## config.mk

```make
export PLATFORM = sky130hd
export DESIGN_NAME = adc_serial_control
export DESIGN_NICKNAME = d
export VERILOG_FILES = /design/src/verilog/adc_ctrl_pkg.sv /design/src/verilog/pin_sync.sv /design/src/verilog/result_format.sv /design/src/verilog/adc_serial_control.sv
export VERILOG_INCLUDE_DIRS = /design/src /design/src/verilog
export SDC_FILE = /design/constraint.sdc
export NUM_CORES = 1
export LEC_CHECK = 0
export BUFFER_PORTS_ARGS = -buffer_cell sky130_fd_sc_hd__buf_2
export CORE_MARGIN = 5
export CORE_UTILIZATION = 50
export CTS_CLUSTER_SIZE = 40
export DETAILED_ROUTE_END_ITERATION = 10
export PLACE_DENSITY = 0.66
export SYNTH_ARGS = -nofsm -noshare
export SYNTH_HDL_FRONTEND = slang
export SYNTH_SLANG_ARGS = --single-unit
```

## constraint.sdc

```tcl
create_clock -name core_clk_i -period 5.4 [get_ports core_clk_i]
set_input_delay 1.08 -clock core_clk_i [delete_from_list [all_inputs] [get_ports core_clk_i]]
set_output_delay 1.08 -clock core_clk_i [all_outputs]
set_load 0.005 [all_outputs]
```

## src/verilog/adc_ctrl_map.svh

```systemverilog
// Constants for the serial control front end of the converter
// How it works
// [RL1] One command bit taken per rising shift clock
// [RL2] Host sends control word bit 7 first
// [RL3] Channel codes 0..10 pick analog inputs
// [RL4] Codes 11..13 pick internal test voltages
// [RL5] Channel code steers only the following conversion
// [RL6] Length bits act within their own cycle
// [RL7] Length 00/10 means 12 clocks, 12 bits
// [RL8] Length 11 means 16 bits, four zero pads
// [RL9] 16-bit mode converts after sixteenth falling edge
// [RL10] Length 01 gives upper eight result bits
// [RL11] 8-bit mode converts after eighth falling edge
// [RL12] Host gives exactly the programmed clock count
// [RL13] Length switches at sixth rising shift clock
// [RL14] Format bit picks unsigned or twos complement
// [RL15] Sampling starts at fourth falling edge
// [RL16] Sampling holds to last edge, then done falls
// [RL17] Host keeps command line steady during conversion
// [RL18] Command line ignored after first eight clocks
// [RL19] Order bit picks MSB or LSB first, next cycle
// [RL20] Code 1110 powers down, cycle still completes
// [RL21] Pad zeros last MSB-first, first LSB-first
`ifndef ADC_CTRL_MAP_SVH
`define ADC_CTRL_MAP_SVH

// ----------------------------------------
// Control word fields
// ----------------------------------------
`define CW_CHAN_MSB 7
`define CW_CHAN_LSB 4
`define CW_LEN_HI 3
`define CW_LEN_LO 2
`define CW_ORDER_BIT 1
`define CW_SIGNED_BIT 0
`define CW_RESET 8'h00
`define CW_BITS 5'h08

// ----------------------------------------
// Codes and counts
// ----------------------------------------
`define CHAN_LAST_INPUT 4'hA
`define CHAN_POWER_DOWN 4'hE
`define LEN_CHANGE_RISE 5'h06
`define SAMPLE_START_FALL 5'h04
`define IO_LEN_8 5'h08
`define IO_LEN_12 5'h0C
`define IO_LEN_16 5'h10

// ----------------------------------------
// Timing
// ----------------------------------------
`define CLK_PERIOD_NS 8
`define DONE_DELAY_NS 100

`endif

```

## src/verilog/adc_ctrl_pkg.sv

```systemverilog
// Types for the serial control front end
package adc_ctrl_pkg;

    typedef struct packed {
        logic [3:0] chan;
        logic length_sel_hi;
        logic length_sel_lo;
        logic reverse_order_sel;
        logic signed_format_sel;
    } control_word_t;

    typedef struct packed {
        logic chip_sel_n;
        logic shift_clock;
        logic serial_cmd_in;
    } link_pins_t;

    typedef enum logic [3:0] {
        ST_IDLE = 4'b0001,
        ST_IO = 4'b0010,
        ST_DELAY = 4'b0100,
        ST_CONVERT = 4'b1000
    } io_state_t;

endpackage

```

## src/verilog/pin_sync.sv

```systemverilog
// Two-stage synchroniser for the link pins
`timescale 1ns/10ps
module pin_sync (
    input wire logic core_clk_i,
    input wire logic rst_n_i,
    input wire adc_ctrl_pkg::link_pins_t pins_i,
    output adc_ctrl_pkg::link_pins_t pins_o
);
    import adc_ctrl_pkg::*;

    link_pins_t stage1;

    always_ff @(posedge core_clk_i or negedge rst_n_i) begin
        if (!rst_n_i) begin
            stage1 <= 3'b100;
            pins_o <= 3'b100;
        end else begin
            stage1 <= pins_i;
            pins_o <= stage1;
        end
    end
endmodule

```

## src/verilog/result_format.sv

```systemverilog
// Builds the output word from a raw result, left-justified except in 16-bit LSB-first mode, where it is right-justified
`timescale 1ns/10ps
module result_format (
    input wire logic [11:0] result_i,
    input wire logic signed_format_sel_i,
    input wire logic reverse_order_sel_i,
    input wire logic [4:0] io_len_i,
    output logic [15:0] word_o
);
    `include "adc_ctrl_map.svh"

    wire [11:0] coded;
    wire [11:0] reversed;
    wire [15:0] msb_word;
    wire [15:0] lsb_word;

    // ----------------------------------------
    // Sign and order
    // ----------------------------------------
    assign coded = {result_i[11] ^ signed_format_sel_i, result_i[10:0]}; // [RL14]

    genvar i;
    generate
        for (i = 0; i < 12; i = i + 1) begin : g_rev
            assign reversed[i] = coded[11 - i];
        end
    endgenerate

    assign msb_word = {coded, 4'h0}; // [RL8] [RL10] [RL21]
    assign lsb_word = (io_len_i == `IO_LEN_16) ? {4'h0, reversed} : // [RL21]
                      (io_len_i == `IO_LEN_8) ? {reversed[7:0], 8'h00} : // [RL10]
                      {reversed, 4'h0};
    assign word_o = reverse_order_sel_i ? lsb_word : msb_word; // [RL19]
endmodule

```

## src/verilog/adc_serial_control.sv

```systemverilog
// I/O cycle framing, control word capture and conversion start
`timescale 1ns/10ps
module adc_serial_control (
    input wire logic core_clk_i,
    input wire logic rst_n_i,
    input wire logic chip_sel_n_i,
    input wire logic shift_clock_i,
    input wire logic serial_cmd_in_i,
    input wire logic conv_done_i,
    input wire logic [11:0] conv_result_i,
    output logic serial_data_o,
    output logic serial_data_oe_o,
    output logic conversion_done_o,
    output logic conv_start_o,
    output logic sample_en_o,
    output logic [3:0] channel_sel_o,
    output logic test_voltage_sel_o,
    output logic power_down_o,
    output adc_ctrl_pkg::control_word_t control_word_o
);
    import adc_ctrl_pkg::*;
    `include "adc_ctrl_map.svh"

    localparam int DELAY_CYC_RAW = (`DONE_DELAY_NS + `CLK_PERIOD_NS - 1) / `CLK_PERIOD_NS;
    localparam int DELAY_CYC = (DELAY_CYC_RAW < 1) ? 1 : DELAY_CYC_RAW;
    localparam logic [7:0] DELAY_LAST = 8'(DELAY_CYC - 1);

    // ----------------------------------------
    // Decode helpers
    // ----------------------------------------
    function automatic logic [4:0] io_length(input logic hi, input logic lo);
        if (hi && lo) begin
            io_length = `IO_LEN_16;
        end else if (!hi && lo) begin
            io_length = `IO_LEN_8;
        end else begin
            io_length = `IO_LEN_12;
        end
    endfunction

    function automatic logic is_power_down(input logic [3:0] code);
        is_power_down = (code == `CHAN_POWER_DOWN); // [RL20]
    endfunction

    function automatic logic is_test_code(input logic [3:0] code);
        is_test_code = (code > `CHAN_LAST_INPUT) && (code < `CHAN_POWER_DOWN); // [RL4]
    endfunction

    // ----------------------------------------
    // Pin sampling
    // ----------------------------------------
    link_pins_t pins_raw;
    link_pins_t pins;
    assign pins_raw = '{chip_sel_n: chip_sel_n_i, shift_clock: shift_clock_i, serial_cmd_in: serial_cmd_in_i};

    pin_sync u_sync (
        .core_clk_i(core_clk_i),
        .rst_n_i(rst_n_i),
        .pins_i(pins_raw),
        .pins_o(pins)
    );

    // ----------------------------------------
    // State
    // ----------------------------------------
    io_state_t state;
    logic sclk_q;
    logic cs_n_q;
    logic [4:0] rise_cnt;
    logic [4:0] fall_cnt;
    logic [7:0] control_word_register;
    logic [1:0] len_cur;
    logic [15:0] out_shift;
    logic [15:0] saved_word;
    logic [7:0] delay_cnt;
    logic pd_cycle;

    // ----------------------------------------
    // Edge and event decode
    // ----------------------------------------
    wire sclk_rise;
    wire sclk_fall;
    wire cs_fall;
    wire active;
    wire take_bit;
    wire len_update;
    wire [4:0] cur_len;
    wire sample_start;
    wire io_end;
    wire [3:0] chan_now;
    wire pd_now;
    wire [15:0] formatted;
    wire [15:0] next_shift;
    wire [7:0] next_cmd;
    control_word_t ctrl;
    wire delay_last;
    wire conv_finish;
    wire io_end_run;
    wire io_end_pd;
    wire test_now;
    wire [4:0] out_len;

    assign active = ~pins.chip_sel_n;
    assign sclk_rise = active & pins.shift_clock & ~sclk_q;
    assign sclk_fall = active & ~pins.shift_clock & sclk_q;
    assign cs_fall = cs_n_q & ~pins.chip_sel_n;
    assign take_bit = (state == ST_IO) && sclk_rise && (rise_cnt < `CW_BITS); // [RL1] [RL18]
    assign next_cmd = {control_word_register[6:0], pins.serial_cmd_in}; // [RL2]
    assign len_update = take_bit && (rise_cnt == `LEN_CHANGE_RISE - 5'h01); // [RL6] [RL13]
    assign cur_len = io_length(len_cur[1], len_cur[0]); // [RL7] [RL9] [RL11]
    assign sample_start = (state == ST_IO) && sclk_fall && (fall_cnt == `SAMPLE_START_FALL - 5'h01); // [RL15]
    assign io_end = (state == ST_IO) && sclk_fall && (fall_cnt == cur_len - 5'h01); // [RL7] [RL9] [RL11]
    assign chan_now = control_word_register[3:0];
    assign pd_now = is_power_down(chan_now); // [RL20]
    assign test_now = is_test_code(chan_now); // [RL4]
    assign next_shift = {out_shift[14:0], 1'b0};
    assign ctrl = control_word_register;
    assign delay_last = (state == ST_DELAY) && (delay_cnt == DELAY_LAST); // [RL16]
    assign conv_finish = (state == ST_CONVERT) && conv_done_i;
    assign io_end_run = io_end && !pd_cycle; // [RL16]
    assign io_end_pd = io_end && pd_cycle; // [RL20]
    assign out_len = io_length(control_word_o.length_sel_hi, control_word_o.length_sel_lo);

    result_format u_fmt (
        .result_i(conv_result_i),
        .signed_format_sel_i(control_word_o.signed_format_sel),
        .reverse_order_sel_i(control_word_o.reverse_order_sel),
        .io_len_i(out_len),
        .word_o(formatted)
    );

    // ----------------------------------------
    // Edge history
    // ----------------------------------------
    always_ff @(posedge core_clk_i or negedge rst_n_i) begin
        if (!rst_n_i) begin
            sclk_q <= 1'b0;
            cs_n_q <= 1'b1;
        end else begin
            sclk_q <= pins.shift_clock;
            cs_n_q <= pins.chip_sel_n;
        end
    end

    // ----------------------------------------
    // Done delay count
    // ----------------------------------------
    always_ff @(posedge core_clk_i or negedge rst_n_i) begin
        if (!rst_n_i) begin
            delay_cnt <= 8'h00;
        end else if (io_end) begin
            delay_cnt <= 8'h00;
        end else if ((state == ST_DELAY) && !delay_last) begin
            delay_cnt <= delay_cnt + 8'h01; // [RL16]
        end
    end

    // ----------------------------------------
    // Power down of the running cycle
    // ----------------------------------------
    always_ff @(posedge core_clk_i or negedge rst_n_i) begin
        if (!rst_n_i) begin
            pd_cycle <= 1'b0;
        end else if (cs_fall) begin
            pd_cycle <= 1'b0;
        end else if (sample_start) begin
            pd_cycle <= pd_now; // [RL20]
        end
    end

    // ----------------------------------------
    // Cycle framing
    // ----------------------------------------
    always_ff @(posedge core_clk_i or negedge rst_n_i) begin
        if (!rst_n_i) begin
            state <= ST_IDLE;
            rise_cnt <= 5'h00;
            fall_cnt <= 5'h00;
        end else if (!active) begin
            state <= ST_IDLE;
            rise_cnt <= 5'h00;
            fall_cnt <= 5'h00;
        end else begin
            case (state)
                ST_IDLE: begin
                    if (cs_fall) begin
                        state <= ST_IO;
                    end
                end
                ST_IO: begin
                    if (sclk_rise && rise_cnt != 5'h1F) begin
                        rise_cnt <= rise_cnt + 5'h01;
                    end
                    if (io_end) begin
                        rise_cnt <= 5'h00;
                        fall_cnt <= 5'h00;
                        state <= pd_cycle ? ST_IO : ST_DELAY; // [RL20]
                    end else if (sclk_fall) begin
                        fall_cnt <= fall_cnt + 5'h01;
                    end
                end
                ST_DELAY: begin
                    if (delay_last) begin
                        state <= ST_CONVERT; // [RL16]
                    end
                end
                ST_CONVERT: begin
                    if (conv_finish) begin
                        state <= ST_IO;
                    end
                end
                default: begin
                    state <= ST_IDLE;
                end
            endcase
        end
    end

    // ----------------------------------------
    // Control word capture
    // ----------------------------------------
    always_ff @(posedge core_clk_i or negedge rst_n_i) begin
        if (!rst_n_i) begin
            control_word_register <= `CW_RESET;
            len_cur <= 2'b00;
            control_word_o <= `CW_RESET;
        end else begin
            if (cs_fall) begin
                control_word_register <= `CW_RESET;
            end else if (take_bit) begin
                control_word_register <= next_cmd; // [RL1]
            end
            if (len_update) begin
                len_cur <= next_cmd[1:0]; // [RL6] [RL13]
            end
            if (io_end) begin
                control_word_o <= ctrl; // [RL5] [RL19]
            end
        end
    end

    // ----------------------------------------
    // Sampling, power down and conversion start
    // ----------------------------------------
    always_ff @(posedge core_clk_i or negedge rst_n_i) begin
        if (!rst_n_i) begin
            sample_en_o <= 1'b0;
            channel_sel_o <= 4'h0;
            test_voltage_sel_o <= 1'b0;
            power_down_o <= 1'b1;
            conv_start_o <= 1'b0;
            conversion_done_o <= 1'b1;
        end else begin
            conv_start_o <= 1'b0;
            if (!active) begin
                sample_en_o <= 1'b0;
                conversion_done_o <= 1'b1;
            end else if (sample_start) begin
                channel_sel_o <= chan_now; // [RL3] [RL5]
                test_voltage_sel_o <= test_now; // [RL4]
                power_down_o <= pd_now; // [RL20]
                sample_en_o <= !pd_now; // [RL15]
            end else if (io_end) begin
                sample_en_o <= 1'b0; // [RL16]
            end else if (delay_last) begin
                conversion_done_o <= 1'b0; // [RL16]
                conv_start_o <= 1'b1; // [RL7] [RL9] [RL11]
            end else if (conv_finish) begin
                conversion_done_o <= 1'b1;
            end
        end
    end

    // ----------------------------------------
    // Result output
    // ----------------------------------------
    always_ff @(posedge core_clk_i or negedge rst_n_i) begin
        if (!rst_n_i) begin
            out_shift <= 16'h0000;
            saved_word <= 16'h0000;
            serial_data_o <= 1'b0;
            serial_data_oe_o <= 1'b0;
        end else if (!active) begin
            serial_data_oe_o <= 1'b0;
        end else if (cs_fall) begin
            serial_data_oe_o <= 1'b1;
            out_shift <= saved_word;
            serial_data_o <= saved_word[15];
        end else if (conv_finish) begin
            saved_word <= formatted; // [RL8] [RL10] [RL14] [RL21]
            out_shift <= formatted;
            serial_data_o <= formatted[15];
        end else if (io_end_run) begin
            serial_data_o <= 1'b0;
        end else if (io_end_pd) begin
            out_shift <= saved_word;
            serial_data_o <= saved_word[15];
        end else if (state == ST_IO && sclk_fall) begin
            out_shift <= next_shift;
            serial_data_o <= next_shift[15];
        end
    end
endmodule

```

==> impl_metrics.json, run 1 <==
{
  "worstHoldEndpoint": "u_sync.pins_o[0]",
  "antenna_found_initial": 0,
  "arrival_ns": 3.28,
  "clkTransAtPathRegs_ns": 0.11,
  "use_met2_pct": 30.5,
  "cts_tree": "yes",
  "p_switching_w": 0.000358,
  "drcViolationCount": 0,
  "yosysMostFrequentCell": "dfrtp_1",
  "drt_iter0_drc": 198,
  "wl_per_cell_um": 16.4,
  "hold_path_class": "reg2reg",
  "powerDensity_nw_per_um2": 266,
  "cts-buffers-inserted": 9,
  "seq_area_um2": 2280,
  "use_met3_pct": 4.31,
  "p_comb_share_pct": 8.5,
  "ctsHoldBuffers": 0,
  "ys_ff_latch": 91,
  "synth_cell_type_count": 60,
  "ys.warnings.count": 0,
  "final.period_utilization_pct": 55.9,
  "synth_flop_cell": "dfrtp_1",
  "r2r_cells": 5,
  "internal-power_w": 0.000990,
  "stdcell_count": 612,
  "die_w_um": 106,
  "numPortBuffers": 36,
  "rows": 35,
  "peakVddDrop_v": 0.000150,
  "worst_ep_required_time_ns": 5.66,
  "drv_cap": 0,
  "fin_nets": 520,
  "grt-busiest-layer": "met2",
  "grt_usage_pct": 18.7,
  "endpoint_kind": "flop",
  "slew_headroom_pct": 28.5,
  "fin_crit_ns": 3.02,
  "ant_nets": 0,
  "swShare_pct": 26.5,
  "die_height_um": 106,
  "postLayoutCellArea_um2": 5070,
  "finalPower_w": 0.00135,
  "r2r_slack_ns": 2.38,
  "initial_utilization_pct": 50.8,
  "globalplace.congestion": 0.819,
  "fin_skew_ns": 0.0123,
  "grt_max_degree": 58,
  "path_max_fanout": 22,
  "pwr-share-seq_pct": 54.8,
  "synth_area_um2": 4650,
  "reg2reg_to": "out_shift[9]",
  "yosys.area.top_type": "dfrtp_1",
  "grt_pass1_wl_um": 17100,
  "core-area_um2": 9150,
  "clockBufferDepth": 2,
  "htreeDepth": 3,
  "cts_resized": 0,
  "cts_sinks": 91,
  "yosysSeqAreaShare_pct": 49.1,
  "die_area_um2": 11300,
  "clk_latency_ns": 0.36,
  "tns_ns": 0,
  "synth_fp_nets": 502,
  "crit_path_start_kind": "flop",
  "grt_use_met1_pct": 24.8,
  "synth-async-reset-ratio_pct": 100,
  "tightestPinTransition_ns": 1.07,
  "synth_area_leaders": "dfrtp_1, mux2_2, nor2_1",
  "rsz0062_at_grt": "no",
  "antenna_cells": 0,
  "cts-root-buf": "clkbuf_8",
  "synth_commonest_cells": "dfrtp_1, nor2_1, nand2_1",
  "synth_edf_count": 0,
  "drive_gt1_share_pct": 19.8,
  "syn-instance-count": 478,
  "placed_cell_area_um2": 4850,
  "first_global_vias": 3457,
  "syn_to_final_growth_pct": 9.04,
  "final-max-slew-violation-count": 0,
  "hp-start": "u_sync.stage1[0]",
  "placed_cells": 596,
  "fmax_ghz": 0.331,
  "path_class": "reg2reg",
  "yosysTopAreaCellShare_pct": 45.7,
  "io_pins": 37,
  "first_pass_iters": 5,
  "via_count": 3593,
  "reg2reg_from": "state[3]",
  "postRouteWirelength_um": 10100,
  "n_fill_cell": 823,
  "setup_violations": 0,
  "status": "finished, final reports clean",
  "leakagePower_nw": 2.33,
  "dp.final_hpwl_um": 6880,
  "multi_input_area_um2": 2200,
  "post_cts.repair.setup_buffers": 0,
  "power.clock.fraction_pct": 36.7,
  "min_path_cells": 0,
  "finalHoldViolCount": 0,
  "overflow": 0,
  "syn_avg_cell_area_um2": 9.73,
  "viasPerCell": 5.87
}
[power by group through the flow]
stage	clock (W)	combinational, W	sequential [W]
3_3_place_gp	0	0.000112	0.000751
6_report	0.000495	0.000114	0.000739
5_1_grt	0.000538	0.000130	0.000743
2_1_floorplan	0	0.0000774	0.000742
3_5_place_dp	0	0.000115	0.000752
4_1_cts	0.000508	0.000116	0.000738
[through the flow]
step | setup WS, ns | hold slack, ns | util (%)
finish | 2.38 | 0.354 | 55.4
detailed placement | 2.36 | 0.340 | 53.0
floorplan | 3.02 | 0.331 | -
global route | 2.15 | 0.364 | 55.4
global placement | 2.42 | 0.333 | 53.0
CTS | 2.36 | 0.358 | 55.4
[cell usage in the layout (no fill, tap or decap), drive strengths merged, types with 7 or more instances in the layout]
master   n
a21oi   21
o31ai    8
nand3   17
mux2i   11
buf     38
xor2     7
o22ai    7
o21ai   23
a32o     7
clkbuf   9
mux2    28
inv     10
nand2b   7
dfrtp   85
nand2   50
or3     10
nor2    72
[worst max-delay path: stages, from the launching register on]
cell     delay, ns
dfrtp_1       0.46
or4b_1        0.68
nor3_4        0.31
nand3_1       0.66
or3_1         0.57
a32o_1        0.25
[cell type report]
class | count | share of cell area, %
multi-input combinational | 348 | 43.4
inverter | 8 | 0.592
sequential | 91 | 45.1
timing repair buffer | 38 | 3.90
tap | 111 | 2.74
clock buffer | 9 | 2.44
clock inverter | 7 | 1.85
[cell families (layout without fill, tap and decap cells)]
group	count (synthesis)	in the layout	share of synthesized area [%]
and+or+nand+nor	191	191	19.5
AOI/OAI and AO/OA	100	100	14.6
DFF	91	91	49.1
muxes	39	39	9.31
buffers and inverters	39	62	3.52
xor gates and xnor gates	12	12	2.26
adders and majority gates	6	6	1.61
[flip-flops by register name, summed over array words and instances (netlist names)]
name,cells
rise_cnt,5
channel_sel_o,4
power_down_o,1
serial_data_oe_o,1
control_word_o,8
conversion_done_o,1
control_word_register,8
len_cur,2
saved_word,16
cs_n_q,1
delay_cnt,8
serial_data_o,1
state,4
pd_cycle,1
fall_cnt,5
out_shift,15
sample_en_o,1
u_sync.pins_o,3
test_voltage_sel_o,1
u_sync.stage1,3
sclk_q,1
conv_start_o,1
[worst max-delay path by stage]
stage | cells after the start | slack (ns) | endpoint | start
2_1_floorplan | 6 | 3.02 | len_cur[0] | state[3]
3_3_place_gp | 5 | 2.42 | out_shift[4] | state[3]
3_5_place_dp | 5 | 2.36 | out_shift[9] | state[3]
4_1_cts | 5 | 2.36 | out_shift[9] | state[3]
5_1_grt | 5 | 2.15 | out_shift[9] | state[3]
6_report | 5 | 2.38 | out_shift[9] | state[3]
[layer usage]
metal	wire length, um	vias up
met4	208	0
li1	-	1748
met1	4620	1744
met3	478	17
met2	4750	84
met5	0	-
Power figures use the tool's default switching activity.
==> run 2, diff against run 1 <==
==> constraint.sdc (replaced) <==
create_clock -name core_clk_i -period 3.1 [get_ports core_clk_i]
set_input_delay 0.62 -clock core_clk_i [delete_from_list [all_inputs] [get_ports core_clk_i]]
set_output_delay 0.62 -clock core_clk_i [all_outputs]
set_load 0.005 [all_outputs]
==> run 2 against run 1 <==
  * Power up 77%
  * First-iteration DRC count rose by 22%
  * Sequential cell count unchanged
  * Die area did not move
  * Cell area up 1.6%
  * Via count rose by 0.97%
  * Critical path depth increased by 1
  * Critical path type unchanged
  * Critical endpoint is now out_shift[8]
==> impl_metrics.json, run 2 (synthesis gave the netlist of run 1 again) <==
{
  "initial_utilization_pct": 50.8,
  "fin_skew_ns": 0.0104,
  "rows": 35,
  "final.period_utilization_pct": 82.4,
  "n_fill_cell": 818,
  "globalplace.congestion": 0.826,
  "wl_per_cell_um": 16.1,
  "r2r_cells": 6,
  "clkTransAtPathRegs_ns": 0.09,
  "r2r_slack_ns": 0.55,
  "grt_pass1_wl_um": 17300,
  "antenna_found_initial": 0,
  "overflow": 0,
  "crit_path_start_kind": "flop",
  "core-area_um2": 9150,
  "final-max-slew-violation-count": 0,
  "top_register": "saved_word",
  "rsz0062_at_grt": "no",
  "path_class": "reg2reg",
  "tns_ns": 0,
  "tightestPinTransition_ns": 0.889,
  "seq_area_um2": 2280,
  "post_cts.repair.setup_buffers": 0,
  "postLayoutCellArea_um2": 5150,
  "numPortBuffers": 36,
  "slew_headroom_pct": 40.7,
  "peakVddDrop_v": 0.000321,
  "cts-buffers-inserted": 9,
  "finalHoldViolCount": 0,
  "largest_register_ffs": 16,
  "clk_latency_ns": 0.36,
  "placed_cell_area_um2": 4930,
  "first_global_vias": 3490,
  "worst_ep_required_time_ns": 3.37,
  "multi_input_area_um2": 2200,
  "reg2reg_from": "state[3]",
  "drive_gt1_share_pct": 20.8,
  "io_pins": 37,
  "syn_to_final_growth_pct": 10.7,
  "fin_crit_ns": 2.55,
  "drt_iter0_drc": 242,
  "clockBufferDepth": 2,
  "htreeDepth": 3,
  "die_height_um": 106,
  "reg_top3": "saved_word: 16 flops, out_shift: 15 flops",
  "drv_cap": 0,
  "pre_cts_slack_ns": 0.546,
  "hold_path_class": "in2async",
  "die_area_um2": 11300,
  "final_common_cell": "dfrtp_1",
  "leakagePower_nw": 2.37,
  "grt_usage_pct": 18.9,
  "ant_nets": 0,
  "fmax_ghz": 0.392,
  "endpoint_kind": "flop",
  "final_cell_mix": "dfrtp_1, nor2_1, nand2_1",
  "reg2reg_to": "out_shift[8]",
  "setup_ws_ns": 0.546,
  "arrival_ns": 2.82,
  "powerDensity_nw_per_um2": 464,
  "cts_tree": "yes",
  "viasPerCell": 5.85,
  "path_max_fanout": 16,
  "die_w_um": 106,
  "antenna_cells": 0,
  "via_count": 3628,
  "fin_nets": 528,
  "cts_sinks": 91,
  "cts-root-buf": "clkbuf_8",
  "ctsHoldBuffers": 0,
  "first_pass_iters": 6,
  "setup_violations": 0,
  "cts_resized": 0,
  "dp.final_hpwl_um": 6920,
  "postRouteWirelength_um": 10000,
  "drcViolationCount": 0,
  "grt_max_degree": 92,
  "status": "finished, final reports clean"
}
## run 2: changes by cell type in the layout (fill, tap and decap cells not counted)
cell,previous run,this run
buf_12,0,1
buf_4,3,10
bufinv_16,1,2
clkbuf_1,0,1
clkinv_8,1,0
inv_8,2,1
## run 2: metal layers
metal / wire length, um / up-vias / GRT usage (%)
met5: 0 / - / 0
met4: 214 / 0 / 6.30
met3: 568 / 17 / 4.61
met2: 4670 / 100 / 29.4
met1: 4560 / 1747 / 26.1
li1: - / 1764 / -
## run 2: how the worst max path moves through the flow
stage | end | startpoint | slack, ns | cells after the start
2_1_floorplan | len_cur[0] | state[3] | 0.72 | 6
3_3_place_gp | control_word_o[7] | state[3] | 0.54 | 4
3_5_place_dp | out_shift[13] | state[3] | 0.55 | 6
4_1_cts | out_shift[8] | state[3] | 0.52 | 6
5_1_grt | out_shift[6] | state[1] | 0.32 | 5
6_report | out_shift[8] | state[3] | 0.55 | 6
## run 2: power breakdown
| part | total [W] | switching (W) | internal, W |
|---|---|---|---|
| clock | 0.000901 | 0.000436 | 0.000464 |
| sequential | 0.00129 | 0.0000426 | 0.00124 |
| combinational | 0.000205 | 0.000113 | 0.0000921 |
| total | 0.00239 | 0.000592 | 0.00180 |
## run 2: worst max-delay path, stage by stage, from the launching register on
cell and delay (ns):
dfrtp_1 0.47, or4b_1 0.69, nor2_1 0.27, a221oi_2 0.09, buf_4 0.22, or2_2 0.43
o31ai_1 0.28
## run 2: per-stage QoR
step | power, W | utilization, % | hold WS [ns] | cells
after floorplan | 0.00143 | - | 0.324 | 478
after global placement | 0.00151 | 53.8 | 0.336 | 604
after detailed placement | 0.00152 | 53.8 | 0.337 | 604
after CTS | 0.00242 | 56.3 | 0.317 | 620
after global routing | 0.00251 | 56.3 | 0.317 | 620
final | 0.00239 | 56.3 | 0.285 | 620
## run 2: layout make-up
cell class	count	area share, %
Multi-Input combinational cell	348	42.8
Timing Repair Buffer	46	5.25
Clock buffer	10	2.48
Clock inverter	6	1.87
Sequential cell	91	44.4
Tap cell	111	2.70
Inverter	8	0.583
==> run 3, diff against run 2 <==
==> constraint.sdc (replaced) <==
create_clock -name core_clk_i -period 2.4 [get_ports core_clk_i]
set_input_delay 0.48 -clock core_clk_i [delete_from_list [all_inputs] [get_ports core_clk_i]]
set_output_delay 0.48 -clock core_clk_i [all_outputs]
set_load 0.005 [all_outputs]
==> run 3 against run 2 <==
  * Count of clock-buffer cells in the layout is 1 lower
  * Via count is 2.9% higher
  * Core utilization is 1.3 points higher
  * Sequential share of layout area is 1.0 points lower
  * Critical path type unchanged
  * Critical endpoint is now len_cur[1]
==> impl_metrics.json, run 3 (synthesis gave the netlist of run 1 again) <==
{
  "reg2reg_from": "state[0]",
  "die_w_um": 106,
  "syn_to_final_growth_pct": 13.3,
  "initial_utilization_pct": 50.8,
  "fin_crit_ns": 2.28,
  "drv_cap": 0,
  "drive_gt1_share_pct": 23.6,
  "fin_skew_ns": 0.0145,
  "via_count": 3734,
  "reg_top3": "saved_word: 16 flops, out_shift: 15 flops",
  "antenna_found_initial": 0,
  "powerDensity_nw_per_um2": 576,
  "finalHoldViolCount": 0,
  "die_height_um": 106,
  "cts_sinks": 91,
  "postLayoutCellArea_um2": 5270,
  "final_cell_mix": "dfrtp_1, nor2_1, nand2_1",
  "crit_path_start_kind": "flop",
  "leakagePower_nw": 2.45,
  "final-max-slew-violation-count": 0,
  "clk_latency_ns": 0.35,
  "crit_path_start": "state[0]",
  "clockBufferDepth": 2,
  "ant_nets": 0,
  "r2r_slack_ns": 0.12,
  "htreeDepth": 3,
  "internal-power_w": 0.00224,
  "grt_max_degree": 55,
  "core-area_um2": 9150,
  "peakVddDrop_v": 0.000370,
  "seq_area_um2": 2280,
  "io_pins": 37,
  "setup_violations": 0,
  "final.period_utilization_pct": 95.0,
  "cts-root-buf": "clkbuf_8",
  "endpoint_kind": "flop",
  "worst_ep_required_time_ns": 2.64,
  "r2r_cells": 4,
  "arrival_ns": 2.52,
  "cts-buffers-inserted": 9,
  "power.clock.fraction_pct": 36.2,
  "first_global_vias": 3585,
  "largest_register_ffs": 16,
  "reg2reg_to": "len_cur[1]",
  "grt_usage_pct": 18.9,
  "top_register": "saved_word",
  "status": "finished, final reports clean",
  "p_switching_w": 0.000790,
  "wl_per_cell_um": 16.1,
  "tightestPinTransition_ns": 0.597,
  "placed_cell_area_um2": 5050,
  "die_area_um2": 11300,
  "drt_iter0_drc": 245,
  "tns_ns": 0,
  "fmax_ghz": 0.438,
  "crit_end": "len_cur[1]",
  "clkTransAtPathRegs_ns": 0.10,
  "pwr-share-seq_pct": 54.5,
  "ctsHoldBuffers": 0,
  "pre_cts_slack_ns": 0.116,
  "globalplace.congestion": 0.807,
  "stdcell_count": 636,
  "swShare_pct": 26.1,
  "rsz0062_at_grt": "no",
  "viasPerCell": 5.87,
  "cts_tree": "yes",
  "overflow": 0,
  "slew_headroom_pct": 60.2,
  "final_common_cell": "dfrtp_1",
  "path_max_fanout": 7,
  "numPortBuffers": 36,
  "rows": 35,
  "first_pass_iters": 5,
  "antenna_cells": 0,
  "setup_ws_ns": 0.119,
  "p_comb_share_pct": 9.4,
  "n_fill_cell": 835,
  "drcViolationCount": 0,
  "fin_nets": 544,
  "multi_input_area_um2": 2210,
  "placed_cells": 620,
  "grt_pass1_wl_um": 17400,
  "hold_path_class": "in2async",
  "postRouteWirelength_um": 10300,
  "dp.final_hpwl_um": 7360,
  "path_class": "reg2reg"
}
[run 3: cell count changes in the layout (fill, tap and decap cells not counted)]
| cell | previous run | this run |
|---|---|---|
| bufinv_16 | 2 | 1 |
| clkinv_8 | 0 | 1 |
| clkinv_4 | 1 | 2 |
| nor4bb_2 | 0 | 1 |
| nor4bb_1 | 1 | 0 |
| inv_8 | 1 | 2 |
| clkbuf_1 | 1 | 0 |
| clkinvlp_4 | 1 | 0 |
| buf_4 | 10 | 26 |
[run 3: power groups by stage]
stage	Combinational, W	Clock [W]	Sequential (W)
CTS	0.000288	0.00113	0.00165
floorplan	0.000174	0	0.00167
detailed placement	0.000288	0	0.00168
finish	0.000284	0.00110	0.00165
global placement	0.000280	0	0.00168
global route	0.000320	0.00120	0.00166
[run 3: per-stage QoR]
step	hold WS (ns)	util (%)	total power [W]
5_1_grt	0.107	57.6	0.00319
4_1_cts	0.0905	57.5	0.00307
3_3_place_gp	0.336	55.1	0.00196
6_report	0.0906	57.6	0.00303
2_1_floorplan	0.184	-	0.00184
3_5_place_dp	0.337	55.1	0.00197
[run 3: worst min path at each step]
| stage | start | to | slack [ns] | cells after the start |
|---|---|---|---|---|
| global placement | u_sync.stage1[1] | u_sync.pins_o[1] | 0.34 | 0 |
| finish | rst_n_i | delay_cnt[3] | 0.09 | 1 |
| floorplan | rst_n_i | channel_sel_o[0] | 0.18 | 0 |
| global route | rst_n_i | u_sync.pins_o[1] | 0.11 | 1 |
| detailed placement | u_sync.stage1[0] | u_sync.pins_o[0] | 0.34 | 0 |
| CTS | rst_n_i | delay_cnt[3] | 0.09 | 1 |
[run 3: layout make-up]
cell class	count	share of cell area, %
Clock buffer	9	2.35
Clock inverter	7	1.80
Inverter	8	0.570
Multi-Input combinational cell	348	41.9
Sequential cell	91	43.3
Tap cell	111	2.63
Timing Repair Buffer	62	7.41
[run 3: metal layers]
metal  wire length [um]  up-vias  track usage [%]
li1                   -     1791                -
met1               4720     1859             26.4
met2               5030       75             30.9
met3                397        9             2.98
met4                119        0             5.30
met5                  0        -                0
[run 3: worst max-delay path: stages (launching register included)]
cell and delay [ns]:
dfstp_2 0.38, or4b_1 0.67, or4_1 0.55, or2_4 0.29, mux2_4 0.29
[run 3: timing repair]
| action | CTS | global route |
|---|---|---|
| resized for setup | 0 | 1 |
| setup buffers | 0 | 0 |
| endpoints found under the hold margin | 0 | 0 |
| endpoints found under the setup margin | 0 | 3 |
